`config.mk`:
```
export PLATFORM = sky130hd
export DESIGN_NAME = brx_regs
export DESIGN_NICKNAME = d
export VERILOG_FILES = /design/src/brx_pkg.sv /design/src/brx_sync.sv /design/src/brx_chan_limit.sv /design/src/brx_regs.sv
export VERILOG_INCLUDE_DIRS = /design/src /design/src/src
export SDC_FILE = /design/constraint.sdc
export NUM_CORES = 2
export LEC_CHECK = 0
export BUFFER_PORTS_ARGS = -buffer_cell sky130_fd_sc_hd__buf_4
export CAP_MARGIN = 5
export CELL_PAD_IN_SITES_DETAIL_PLACEMENT = 1
export CELL_PAD_IN_SITES_GLOBAL_PLACEMENT = 1
export CORE_AREA = 2 2 712 714
export CTS_CLUSTER_SIZE = 20
export DETAILED_ROUTE_END_ITERATION = 10
export DIE_AREA = 0 0 714 716
export PLACE_DENSITY = 0.34
export RECOVER_POWER = 25
export SYNTH_ARGS = -nofsm -noshare
export SYNTH_HDL_FRONTEND = slang
export SYNTH_SLANG_ARGS = --single-unit
export TNS_END_PERCENT = 20
```
`constraint.sdc`:
```
create_clock -name i_sys_clk -period 2.6 [get_ports i_sys_clk]
set_input_delay 0.39 -clock i_sys_clk [delete_from_list [all_inputs] [get_ports i_sys_clk]]
set_output_delay 0.39 -clock i_sys_clk [all_outputs]
set_load 0.005 [all_outputs]
```
`src/brx_defs.svh`:
```
// constants for the ber receiver register bank and memory window
`ifndef BRX_DEFS_SVH
`define BRX_DEFS_SVH
// ----------------------------------------
// bus shape
// ----------------------------------------
`define BRX_ADDR_W      14
`define BRX_DATA_W      16
`define BRX_STREAMS     32
`define BRX_WIN_BIT     13
`define BRX_STRM_MSB    12
`define BRX_STRM_LSB    8
`define BRX_CHAN_MSB    7
`define BRX_BLK_LSB     5
// ----------------------------------------
// register offsets
// ----------------------------------------
`define BRX_CTRL_OFS    14'h0000
`define BRX_START_OFS   14'h0300
`define BRX_LEN_OFS     14'h0320
`define BRX_BCTL_OFS    14'h0340
`define BRX_ERR_OFS     14'h0360
// ----------------------------------------
// fields and reset values
// ----------------------------------------
`define BRX_START_MSB   7
`define BRX_LEN_MSB     8
`define BRX_SEL_MSB     1
`define BRX_SEL_DATA    2'h0
`define BRX_SEL_CML     2'h1
`define BRX_SEL_CMH     2'h2
`define BRX_RST_VAL     16'h0000
// ----------------------------------------
// stream rate codes and last used channel
// ----------------------------------------
`define BRX_RATE_2M     4'h1
`define BRX_RATE_4M     4'h2
`define BRX_RATE_8M     4'h3
`define BRX_RATE_16M    4'h4
`define BRX_LAST_2M     8'h1F
`define BRX_LAST_4M     8'h3F
`define BRX_LAST_8M     8'h7F
`define BRX_LAST_16M    8'hFF
`endif

```
`src/brx_pkg.sv`:
```
// types shared by the ber receiver register bank
package brx_pkg;
    typedef logic [3:0] brx_rate_t;
    typedef enum logic [1:0] {BRX_IDLE, BRX_MEM_WAIT, BRX_ACK} brx_state_e;
    // synchronised host pins
    typedef struct packed {
        logic        cs_n;
        logic        rd_n;
        logic        wr_n;
        logic [13:0] addr;
        logic [15:0] data;
    } brx_pins_s;
    // request into data or connection memory
    typedef struct packed {
        logic        valid;
        logic        wr;
        logic [1:0]  sel;
        logic [4:0]  stream;
        logic [7:0]  chan;
        logic [15:0] wdata;
    } brx_mem_req_s;
endpackage

```
`src/brx_sync.sv`:
```
// two-stage synchroniser for the host pins
`timescale 1ns/100ps
`default_nettype none
module brx_sync #(
    parameter int W = 33
) (
    input  wire logic         i_sys_clk,
    input  wire logic         i_arst_n,
    input  wire logic [W-1:0] i_async,
    output var  logic [W-1:0] o_sync
);
    logic [W-1:0] meta_reg;
    logic [W-1:0] sync_reg;

    // ----------------------------------------
    // per-bit flop pair, idle pins read high
    // ----------------------------------------
    for (genvar b = 0; b < W; b++) begin : g_bit
        always_ff @(posedge i_sys_clk or negedge i_arst_n) begin
            if (!i_arst_n) begin
                meta_reg[b] <= 1'b1;
                sync_reg[b] <= 1'b1;
            end else begin
                meta_reg[b] <= i_async[b];
                sync_reg[b] <= meta_reg[b];
            end
        end
    end
    assign o_sync = sync_reg;
endmodule
`default_nettype wire

```
`src/brx_chan_limit.sv`:
```
// tells whether a channel is in use at a stream's rate
`timescale 1ns/100ps
`default_nettype none
`include "brx_defs.svh"
module brx_chan_limit (
    input  wire brx_pkg::brx_rate_t i_rate,
    input  wire logic [7:0]         i_chan,
    output var  logic               o_in_range
);
    // ----------------------------------------
    // last usable channel per rate
    // ----------------------------------------
    always_comb begin
        unique case (i_rate)
            `BRX_RATE_2M:  o_in_range = (i_chan <= `BRX_LAST_2M);
            `BRX_RATE_4M:  o_in_range = (i_chan <= `BRX_LAST_4M);
            `BRX_RATE_8M:  o_in_range = (i_chan <= `BRX_LAST_8M);
            `BRX_RATE_16M: o_in_range = (i_chan <= `BRX_LAST_16M);
            default:       o_in_range = 1'b0; // stream unused or reserved rate
        endcase
    end
endmodule
`default_nettype wire

```
`src/brx_regs.sv`:
```
// ber receiver registers and memory window of the host port
// Summary of operation
// - per-stream start register, low eight bits give first test channel
// - per-stream test length register, nine low bits set test length
// - per-stream sixteen-bit error count, read only, writes ignored
// - address bit 13 high routes access to data or connection memory if the channel is in use at the stream's rate
// - address bit 13 low decodes as internal register access
// - control bits 1..0 choose data, connection low or connection high memory
// - in window, bits 12..8 are stream and bits 7..0 channel
// - 2.048 Mbps uses channels 0-31, 4.096 Mbps uses 0-63
// - 8.192 Mbps uses channels 0-127, 16.384 Mbps uses 0-255
`timescale 1ns/100ps
`default_nettype none
`include "brx_defs.svh"
module brx_regs (
    input  wire logic                  i_sys_clk,
    input  wire logic                  i_arst_n,
    input  wire logic                  i_cs_n,
    input  wire logic                  i_rd_n,
    input  wire logic                  i_wr_n,
    input  wire logic [13:0]           i_addr,
    input  wire logic [15:0]           i_data,
    output var  logic [15:0]           o_data,
    output var  logic                  o_data_oe,
    output var  logic                  o_ack_n,
    input  wire logic [31:0][3:0]      i_stream_rate,
    input  wire logic [31:0][15:0]     i_err_count,
    output var  logic [31:0][7:0]      o_start_channel,
    output var  logic [31:0][8:0]      o_test_length,
    output var  logic [31:0][15:0]     o_ber_control,
    output var  logic [15:0]           o_ctrl,
    output var  brx_pkg::brx_mem_req_s o_mem_req,
    input  wire logic [15:0]           i_mem_rdata
);
    brx_pkg::brx_pins_s   pins;
    brx_pkg::brx_state_e  state_reg, state_next;
    brx_pkg::brx_mem_req_s mem_reg, mem_next;
    logic [7:0]  start_reg [`BRX_STREAMS];
    logic [7:0]  start_next [`BRX_STREAMS];
    logic [8:0]  len_reg [`BRX_STREAMS];
    logic [8:0]  len_next [`BRX_STREAMS];
    logic [15:0] bctl_reg [`BRX_STREAMS];
    logic [15:0] bctl_next [`BRX_STREAMS];
    logic [15:0] ctrl_reg, ctrl_next;
    logic [15:0] rdata_reg, rdata_next;
    logic        rd_reg, rd_next;
    logic        act_reg, act_next;
    logic        act, go, in_range;
    logic [4:0]  idx, strm;
    logic [7:0]  chan;
    logic [7:0]  blk;

    // ----------------------------------------
    // pin synchronisation
    // ----------------------------------------
    brx_sync #(.W(33)) u_sync (
        .i_sys_clk (i_sys_clk),
        .i_arst_n  (i_arst_n),
        .i_async   ({i_cs_n, i_rd_n, i_wr_n, i_addr, i_data}),
        .o_sync    (pins)
    );

    // access decode helpers
    assign act  = !pins.cs_n && (!pins.rd_n || !pins.wr_n);
    assign go   = (state_reg == brx_pkg::BRX_IDLE) && act && act_reg;
    assign idx  = pins.addr[4:0];
    assign blk  = pins.addr[`BRX_WIN_BIT-1:`BRX_BLK_LSB];
    assign strm = pins.addr[`BRX_STRM_MSB:`BRX_STRM_LSB];
    assign chan = pins.addr[`BRX_CHAN_MSB:0];

    brx_chan_limit u_limit (
        .i_rate     (i_stream_rate[strm]),
        .i_chan     (chan),
        .o_in_range (in_range)
    );

    // ----------------------------------------
    // access sequencing and register writes
    // ----------------------------------------
    always_comb begin
        state_next = state_reg;
        start_next = start_reg;
        len_next   = len_reg;
        bctl_next  = bctl_reg;
        ctrl_next  = ctrl_reg;
        rdata_next = rdata_reg;
        rd_next    = rd_reg;
        act_next   = act;
        mem_next   = '0;
        unique case (state_reg)
            brx_pkg::BRX_IDLE: begin
                if (go) begin
                    rd_next    = pins.wr_n;
                    rdata_next = '0;
                    state_next = brx_pkg::BRX_ACK;
                    if (pins.addr[`BRX_WIN_BIT]) begin
                        if (in_range) begin
                            mem_next.valid  = 1'b1;
                            mem_next.wr     = !pins.wr_n;
                            mem_next.sel    = ctrl_reg[`BRX_SEL_MSB:0];
                            mem_next.stream = strm;
                            mem_next.chan   = chan;
                            mem_next.wdata  = pins.data;
                            if (pins.wr_n) begin
                                state_next = brx_pkg::BRX_MEM_WAIT;
                            end
                        end
                    end else if (!pins.wr_n) begin
                        // upper bits dropped, host keeps them zero
                        if (pins.addr == `BRX_CTRL_OFS) begin
                            ctrl_next = pins.data;
                        end
                        if (blk == `BRX_START_OFS >> `BRX_BLK_LSB) begin
                            start_next[idx] = pins.data[`BRX_START_MSB:0];
                        end
                        if (blk == `BRX_LEN_OFS >> `BRX_BLK_LSB) begin
                            len_next[idx] = pins.data[`BRX_LEN_MSB:0];
                        end
                        if (blk == `BRX_BCTL_OFS >> `BRX_BLK_LSB) begin
                            bctl_next[idx] = pins.data;
                        end
                    end else begin
                        if (pins.addr == `BRX_CTRL_OFS) begin
                            rdata_next = ctrl_reg;
                        end
                        if (blk == `BRX_START_OFS >> `BRX_BLK_LSB) begin
                            rdata_next = {8'h00, start_reg[idx]};
                        end
                        if (blk == `BRX_LEN_OFS >> `BRX_BLK_LSB) begin
                            rdata_next = {7'h00, len_reg[idx]};
                        end
                        if (blk == `BRX_BCTL_OFS >> `BRX_BLK_LSB) begin
                            rdata_next = bctl_reg[idx];
                        end
                        if (blk == `BRX_ERR_OFS >> `BRX_BLK_LSB) begin
                            rdata_next = i_err_count[idx];
                        end
                    end
                end
            end
            brx_pkg::BRX_MEM_WAIT: begin
                rdata_next = i_mem_rdata;
                state_next = brx_pkg::BRX_ACK;
            end
            brx_pkg::BRX_ACK: begin
                if (!act) begin
                    state_next = brx_pkg::BRX_IDLE;
                end
            end
            default: state_next = brx_pkg::BRX_IDLE;
        endcase
    end

    // register update
    always_ff @(posedge i_sys_clk or negedge i_arst_n) begin
        if (!i_arst_n) begin
            state_reg <= brx_pkg::BRX_IDLE;
            ctrl_reg  <= `BRX_RST_VAL;
            rdata_reg <= `BRX_RST_VAL;
            rd_reg    <= 1'b0;
            act_reg   <= 1'b0;
            mem_reg   <= '0;
            for (int s = 0; s < `BRX_STREAMS; s++) begin
                start_reg[s] <= 8'h00;
                len_reg[s]   <= 9'h000;
                bctl_reg[s]  <= `BRX_RST_VAL;
            end
        end else begin
            state_reg <= state_next;
            ctrl_reg  <= ctrl_next;
            rdata_reg <= rdata_next;
            rd_reg    <= rd_next;
            act_reg   <= act_next;
            mem_reg   <= mem_next;
            start_reg <= start_next;
            len_reg   <= len_next;
            bctl_reg  <= bctl_next;
        end
    end

    // ----------------------------------------
    // outputs
    // ----------------------------------------
    assign o_ack_n   = !(state_reg == brx_pkg::BRX_ACK);
    assign o_data_oe = (state_reg == brx_pkg::BRX_ACK) && rd_reg && act;
    assign o_data    = rdata_reg;
    assign o_ctrl    = ctrl_reg;
    assign o_mem_req = mem_reg;
    for (genvar s = 0; s < `BRX_STREAMS; s++) begin : g_out
        assign o_start_channel[s] = start_reg[s];
        assign o_test_length[s]   = len_reg[s];
        assign o_ber_control[s]   = bctl_reg[s];
    end

    // decoded access kinds seen by the checks
    logic reg_wr, reg_rd, win_go;
    assign reg_wr = go && !pins.addr[`BRX_WIN_BIT] && !pins.wr_n;
    assign reg_rd = go && !pins.addr[`BRX_WIN_BIT] && pins.wr_n;
    assign win_go = go && pins.addr[`BRX_WIN_BIT];
endmodule
`default_nettype wire

```
# ---- Yosys cells after proc, flatten, opt, wreduce, memory -nomap -nowiden
# Index checks and enable logic that the tools add are counted.
# Widths: inputs -> output; s select.
dict set report totals {
  reg_bits 1191
  latch_bits 0
  ramBits 0
  romBits 0
  in_bits 691
  wordCells 259
  memories 0
}
dict set report op_classes {
  add_sub_neg 0
  n_mul 0
  n_div 0
  magnitude_cmp 8
  n_eq_ne 12
  n_shift 0
  n_mux 42
  n_bitwise 3
  reduce_logical 21
}
# cell count
set op_table {}
lappend op_table {{$bwmux 512} 1}
lappend op_table {{$bwmux 288} 1}
lappend op_table {{$bwmux 256} 1}
lappend op_table {{$mux 16} 12}
lappend op_table {{$bmux 16 s5} 2}
lappend op_table {{$mux 33} 4}
lappend op_table {{$demux 16 s5} 1}
lappend op_table {{$bmux 9 s5} 1}
lappend op_table {{$demux 9 s5} 1}
lappend op_table {{$bmux 8 s5} 1}
lappend op_table {{$demux 8 s5} 1}
lappend op_table {{$eq 8x5->1 const B} 4}
lappend op_table {{$pmux 16 s2} 1}
lappend op_table {{$mux 9} 3}
lappend op_table {{$mux 8} 3}
lappend op_table {{$bmux 4 s5} 1}
lappend op_table {{$reduce_and 5->1} 4}
lappend op_table {{$logic_not 14->1} 1}
lappend op_table {{$lt 5x6->1 const B} 2}
lappend op_table {{$mux 2} 5}
lappend op_table {{$eq 4x2->1 const B} 2}
lappend op_table {{$le 8x5->1 const B} 1}
lappend op_table {{$le 8x6->1 const B} 1}
lappend op_table {{$le 8x7->1 const B} 1}
lappend op_table {{19 further kinds} 31}

# ---- Logic depth before layout (Yosys ltp)
dict set report logic_depth {
  word_depth 12
  mapped_depth 11
  ltp_nobuf 6
}

# ---- By module
# Synthesis repeated with hierarchy kept, for this count alone.
dict set report hier_totals {
  hier_cells 3967
  hier_area_um2 57169.8
}
# module n_inst cells_per_inst area_each_um2
set by_module_without_submodules {}
lappend by_module_without_submodules {brx_regs 1 3896 55395.6}
lappend by_module_without_submodules {brx_sync 1 66 1734.2}
lappend by_module_without_submodules {brx_chan_limit 1 5 40.0}

# ---- Worst setup path after synthesis
# No wires, ideal clock.
dict set report synth_timing {
  path_kind {reg-to-reg}
  start {reg u_sync.sync_reg[16] (netlist: u_sync.o_sync[16])}
  end {reg rdata_reg[7] (netlist: o_data[7])}
  setup_time_ns 0.130
  arrival_time_ns 2.738
  path_slack_ns -0.268
  stages_incl_launch_ff 11
  period_less_slack_ns 2.868
  cell_sequence {dfstp_2 -> buf_2 -> buf_2 -> buf_2 -> buf_2 -> buf_2 -> mux4_2 -> a22oi_1 -> nand4_1 -> nand2_1 -> nand4_1}
}
dict set report synth_between {
  elab_chain_len 12
}
# item line
set synth_rtl {}
lappend synth_rtl {{from (decl)} brx_sync.sv:13} ;# logic [W-1:0] sync_reg;
lappend synth_rtl {{from (signal, indexed assignment)} brx_sync.sv:25} ;# sync_reg[b] <= meta_reg[b];
lappend synth_rtl {{$not 5->6 (implied by the code)} {brx_regs.sv:127, brx_regs.sv:130, brx_regs.sv:133}}
lappend synth_rtl {{$bmux 8 s5} brx_regs.sv:127} ;# rdata_next = {8'h00, start_reg[idx]};
lappend synth_rtl {{$mux 8 (implied by the code) (2 in a row)} brx_regs.sv:127}
lappend synth_rtl {{$mux 16} brx_regs.sv:126} ;# if (blk == `BRX_START_OFS >> `BRX_BLK_LSB) begin
lappend synth_rtl {{$mux 16} brx_regs.sv:129} ;# if (blk == `BRX_LEN_OFS >> `BRX_BLK_LSB) begin
lappend synth_rtl {{$mux 16} brx_regs.sv:132} ;# if (blk == `BRX_BCTL_OFS >> `BRX_BLK_LSB) begin
lappend synth_rtl {{$mux 16 *} brx_regs.sv:135} ;# if (blk == `BRX_ERR_OFS >> `BRX_BLK_LSB) begin
lappend synth_rtl {{$mux 16 *} brx_regs.sv:108} ;# end else if (!pins.wr_n) begin
lappend synth_rtl {{$mux 16 *} brx_regs.sv:96} ;# if (pins.addr[`BRX_WIN_BIT]) begin
lappend synth_rtl {{$mux 16 *} brx_regs.sv:92} ;# if (go) begin
lappend synth_rtl {{$pmux 16 s2 *} brx_regs.sv:90} ;# unique case (state_reg)
lappend synth_rtl {{to (signal assigned)} brx_regs.sv:159} ;# rdata_reg <= `BRX_RST_VAL;
lappend synth_rtl {{to (signal assigned)} brx_regs.sv:171} ;# rdata_reg <= rdata_next;
lappend synth_rtl {{to (decl)} brx_regs.sv:45} ;# logic [15:0] rdata_reg, rdata_next;
# Every way passes the cells marked *; elsewhere a longest branch is shown, timed or not. The select of a mux whose other input is x is not followed.
# A chain may end at the register's enable or synchronous reset.

# ---- Worst setup path after layout
dict set report layout_timing {
  start {reg u_sync.sync_reg[16] (netlist: u_sync.o_sync[16])}
  end {reg rdata_reg[5] (netlist: o_data[5])}
}
# The elaborated chain is that of the path after synthesis.

==> results.yml <==
outcome:
  outcome: "finished, violations left"
  failed_checks: "capacitance limit, slew limit, setup timing"
floorplan:
  die-width_um: 714
  num_rows: 261
  core_area_um2: 504000
  fp.dieH_um: 716
  die-area_um2: 511000
  start_util_pct: 11.3
  io_pins: 1814
setup_path:
  crit-reg2reg-launch: "u_sync.o_sync[16]$_DFF_PN1_"
  critPathKind: "flip-flop to flip-flop"
  critPathRequiredTime_ns: 3.34
  setup.worst_path.start: "u_sync.o_sync[16]$_DFF_PN1_"
  cp-end-kind: "flip-flop"
  reg2reg_slack_ns: -0.57
  crit_path_start_kind: "flip-flop"
  worstPathMaxFanout: 10
  r2r-end: "o_data[5]$_DFFE_PN0P_"
  r2r_cells: 11
  arrival_ns: 3.91
routing:
  drc_errors: 0
  drtIter0Drc: 3147
  wl_um: 534000
  ant_nets: 0
  post_drt_wl_per_cell_um: 40.9
  vias_per_cell: 3.74
  first_pass_iters: 5
  num_vias: 48800
timing:
  drv_slew: 38
  finClkSkew_ns: 0.135
  rsz0062_at_grt: "true"
  worst_slew_pin_slew_ns: 2.40
  fin_crit_sh_pct: 122
  post-route-min-period_ns: 3.17
  finalHoldWorstSlack_ns: 0.174
  setup_violations: 1736
  relSlewSlack_pct: -60.1
  timing.fmax_ghz: 0.316
  finalHoldViolations: 0
  setup_tns_ns: -273.89
  final.setup.worst_slack_ns: -0.565
layout:
  area_growth_pct: 68.9
  instances_no_fill: 13000
  fin_nets: 6871
  nFillCells: 56100
  drive_gt1_share_pct: 73.9
  largest_reg_flops: 512
pwr:
  powerDensity_nw_per_um2: 511
  pwr-share-seq_pct: 38.4
  ir_drop_mv: 0.469
  p_clk_share_pct: 51.2
  leakage_nw: 45.5
  pwr-share-comb_pct: 10.4
  internal-power_mw: 36.1
  net-switching-power_mw: 13.1
  p_sw_share_pct: 26.7
  power.total_mw: 49.2
logic_synthesis:
  ys_seq_area_share_pct: 52.4
  synth_flop_cell: "dfrtp_1"
  avgSynthCellArea_um2: 15.5
  ys_ff_latch: 1191
  synth_edf_count: 0
  synth_nets: 4366
  synth.distinct_cells: 59
  syn_inst: 3675
  syn_area_um2: 57100
  ys_warn_count: 0
  async_flop_share_pct: 100
grt:
  grt_pass1_wl_um: 653000
  antenna_found_initial: 105
  grt_max_degree: 86
  grt_pass1_vias: 52600
  grt-ovfl-total: 0
  grt_usage_pct: 19.9
clock_network:
  h-tree-depth: 4
  clkSinkCount: 1191
  clk_latency_ns: 0.92
  clock-root-buffer: "clkbuf_16"
  cts_buffers: 170
  clock_path_buffers: 4
  cts_tree: "built"
  clk_pin_slew_ns: 0.05
place:
  place.gp.congestion: 0.900
  io_buffer_count: 1813
  dp_hpwl_um: 430000
  dp.cells: 12500
  place_ws_ns: -1.29
worst_hold_path:
  worstHoldPathType: "input pin to flip-flop"
  min_to: "u_sync.meta_reg[1]$_DFF_PN1_"
  hold_depth: 2
  min_from: "i_data[1]"
job:
  drv_cap: 1
power groups by stage:
stage                     logic, mW  registers (mW)  clock network, mW
after global placement         4.57            19.3                  0
after detailed placement       4.58            19.3                  0
after global routing           5.40            18.9               26.7
after CTS                      5.16            18.9               26.2
final                          5.11            18.9               25.2
after floorplan                1.47            19.0                  0
critical path, cell delays in order, from the launching register on:
cell and delay [ns]:
dfstp_4 0.72, buf_12 0.20, buf_4 0.18, buf_16 0.17, buf_16 0.17, mux4_2 0.57, a22oi_1 0.19, buf_4 0.15
nand4_1 0.22, buf_4 0.22, nand2_1 0.09, nand4_1 0.10
layer usage:
metal | wire length (um) | global-route usage, % | up-vias
met5 | 106 | 0 | -
met4 | 13100 | 4.08 | 16
met3 | 44300 | 6.39 | 411
met2 | 250000 | 32.8 | 1973
met1 | 227000 | 25.3 | 27100
li1 | - | - | 19300
repair_timing:
item                                    in CTS  in global routing
endpoints found under the setup margin    1116               1124
endpoints found under the hold margin      426                  0
cloned                                      22                 17
pin swaps                                   81                 98
hold buffers                                50                  0
gates resized for setup                    270                213
setup buffers                               81                 60
kinds of logic after synthesis:
group	count (synthesis)	synth area share (%)
AND/OR/NAND/NOR	319	2.79
flip-flops	1191	52.4
buffers and inverters	369	2.79
XOR/XNOR	1	0.0154
multiplexers	1503	38.0
AO/OA/AOI/OAI	292	4.02
synthesized netlist by cell type, drive strengths merged (12+ instances only):
| master | n | area [um^2] |
|---|---|---|
| nand2 | 125 | 494 |
| clkbuf | 223 | 837 |
| nor2 | 58 | 218 |
| a21oi | 12 | 63.8 |
| inv | 34 | 128 |
| mux2 | 1073 | 12100 |
| mux4 | 422 | 9520 |
| buf | 112 | 628 |
| a22oi | 116 | 871 |
| nand3 | 17 | 85.1 |
| dfrtp | 1125 | 28200 |
| dfstp | 66 | 1730 |
| nand4 | 48 | 300 |
| o22ai | 67 | 419 |
| nor3 | 16 | 90.1 |
| a211oi | 34 | 390 |
| a221oi | 24 | 210 |
layout make-up:
type	instances	area [um^2]	share of cell area, %
diodes	25	62.6	0.0649
clock buffers	239	5030	5.22
clock inverters	69	857	0.889
inverters	34	128	0.132
multi-input cells	2115	27400	28.5
flip-flops and latches	1191	29900	31.1
well taps	6706	8390	8.71
repair buffers	2668	24600	25.5
metrics by stage:
step | area [um^2] | utilization, %
after floorplan | 57200 | -
after global placement | 85700 | 17.0
after detailed placement | 85700 | 17.0
after CTS | 94900 | 18.8
after global routing | 96300 | 19.1
final | 96400 | 19.1
cell usage in the layout (no fill, tap or decap), drive strengths merged, types with 7 or more instances in the layout:
cell and instances:
a21oi 12, a211oi 34, o22ai 67, inv 40, dfrtp 1125, a221oi 24
nand4 48, clkbuf 307, nor3 16, nand3 17, a22oi 116, nor2 58
bufinv 16, nand2 125, dlygate4sd3 50, mux2i 8, dfstp 66, mux4 422
o21ai 7, buf 2547, diode 25, nand3b 7, mux2 1073, or3 7
clkinv 44
worst max path at each step:
stage | cells after the start | slack [ns] | endpoint
CTS | 9 | -0.67 | o_data[8]$_DFFE_PN0P_
global placement | 9 | -1.33 | o_data[1]$_DFFE_PN0P_
detailed placement | 9 | -1.29 | o_data[0]$_DFFE_PN0P_
floorplan | 9 | -0.12 | o_mem_req[12]$_DFF_PN0_
finish | 11 | -0.57 | o_data[5]$_DFFE_PN0P_
global route | 11 | -0.66 | o_data[2]$_DFFE_PN0P_
Note: power is estimated with default switching activity, not from simulation.
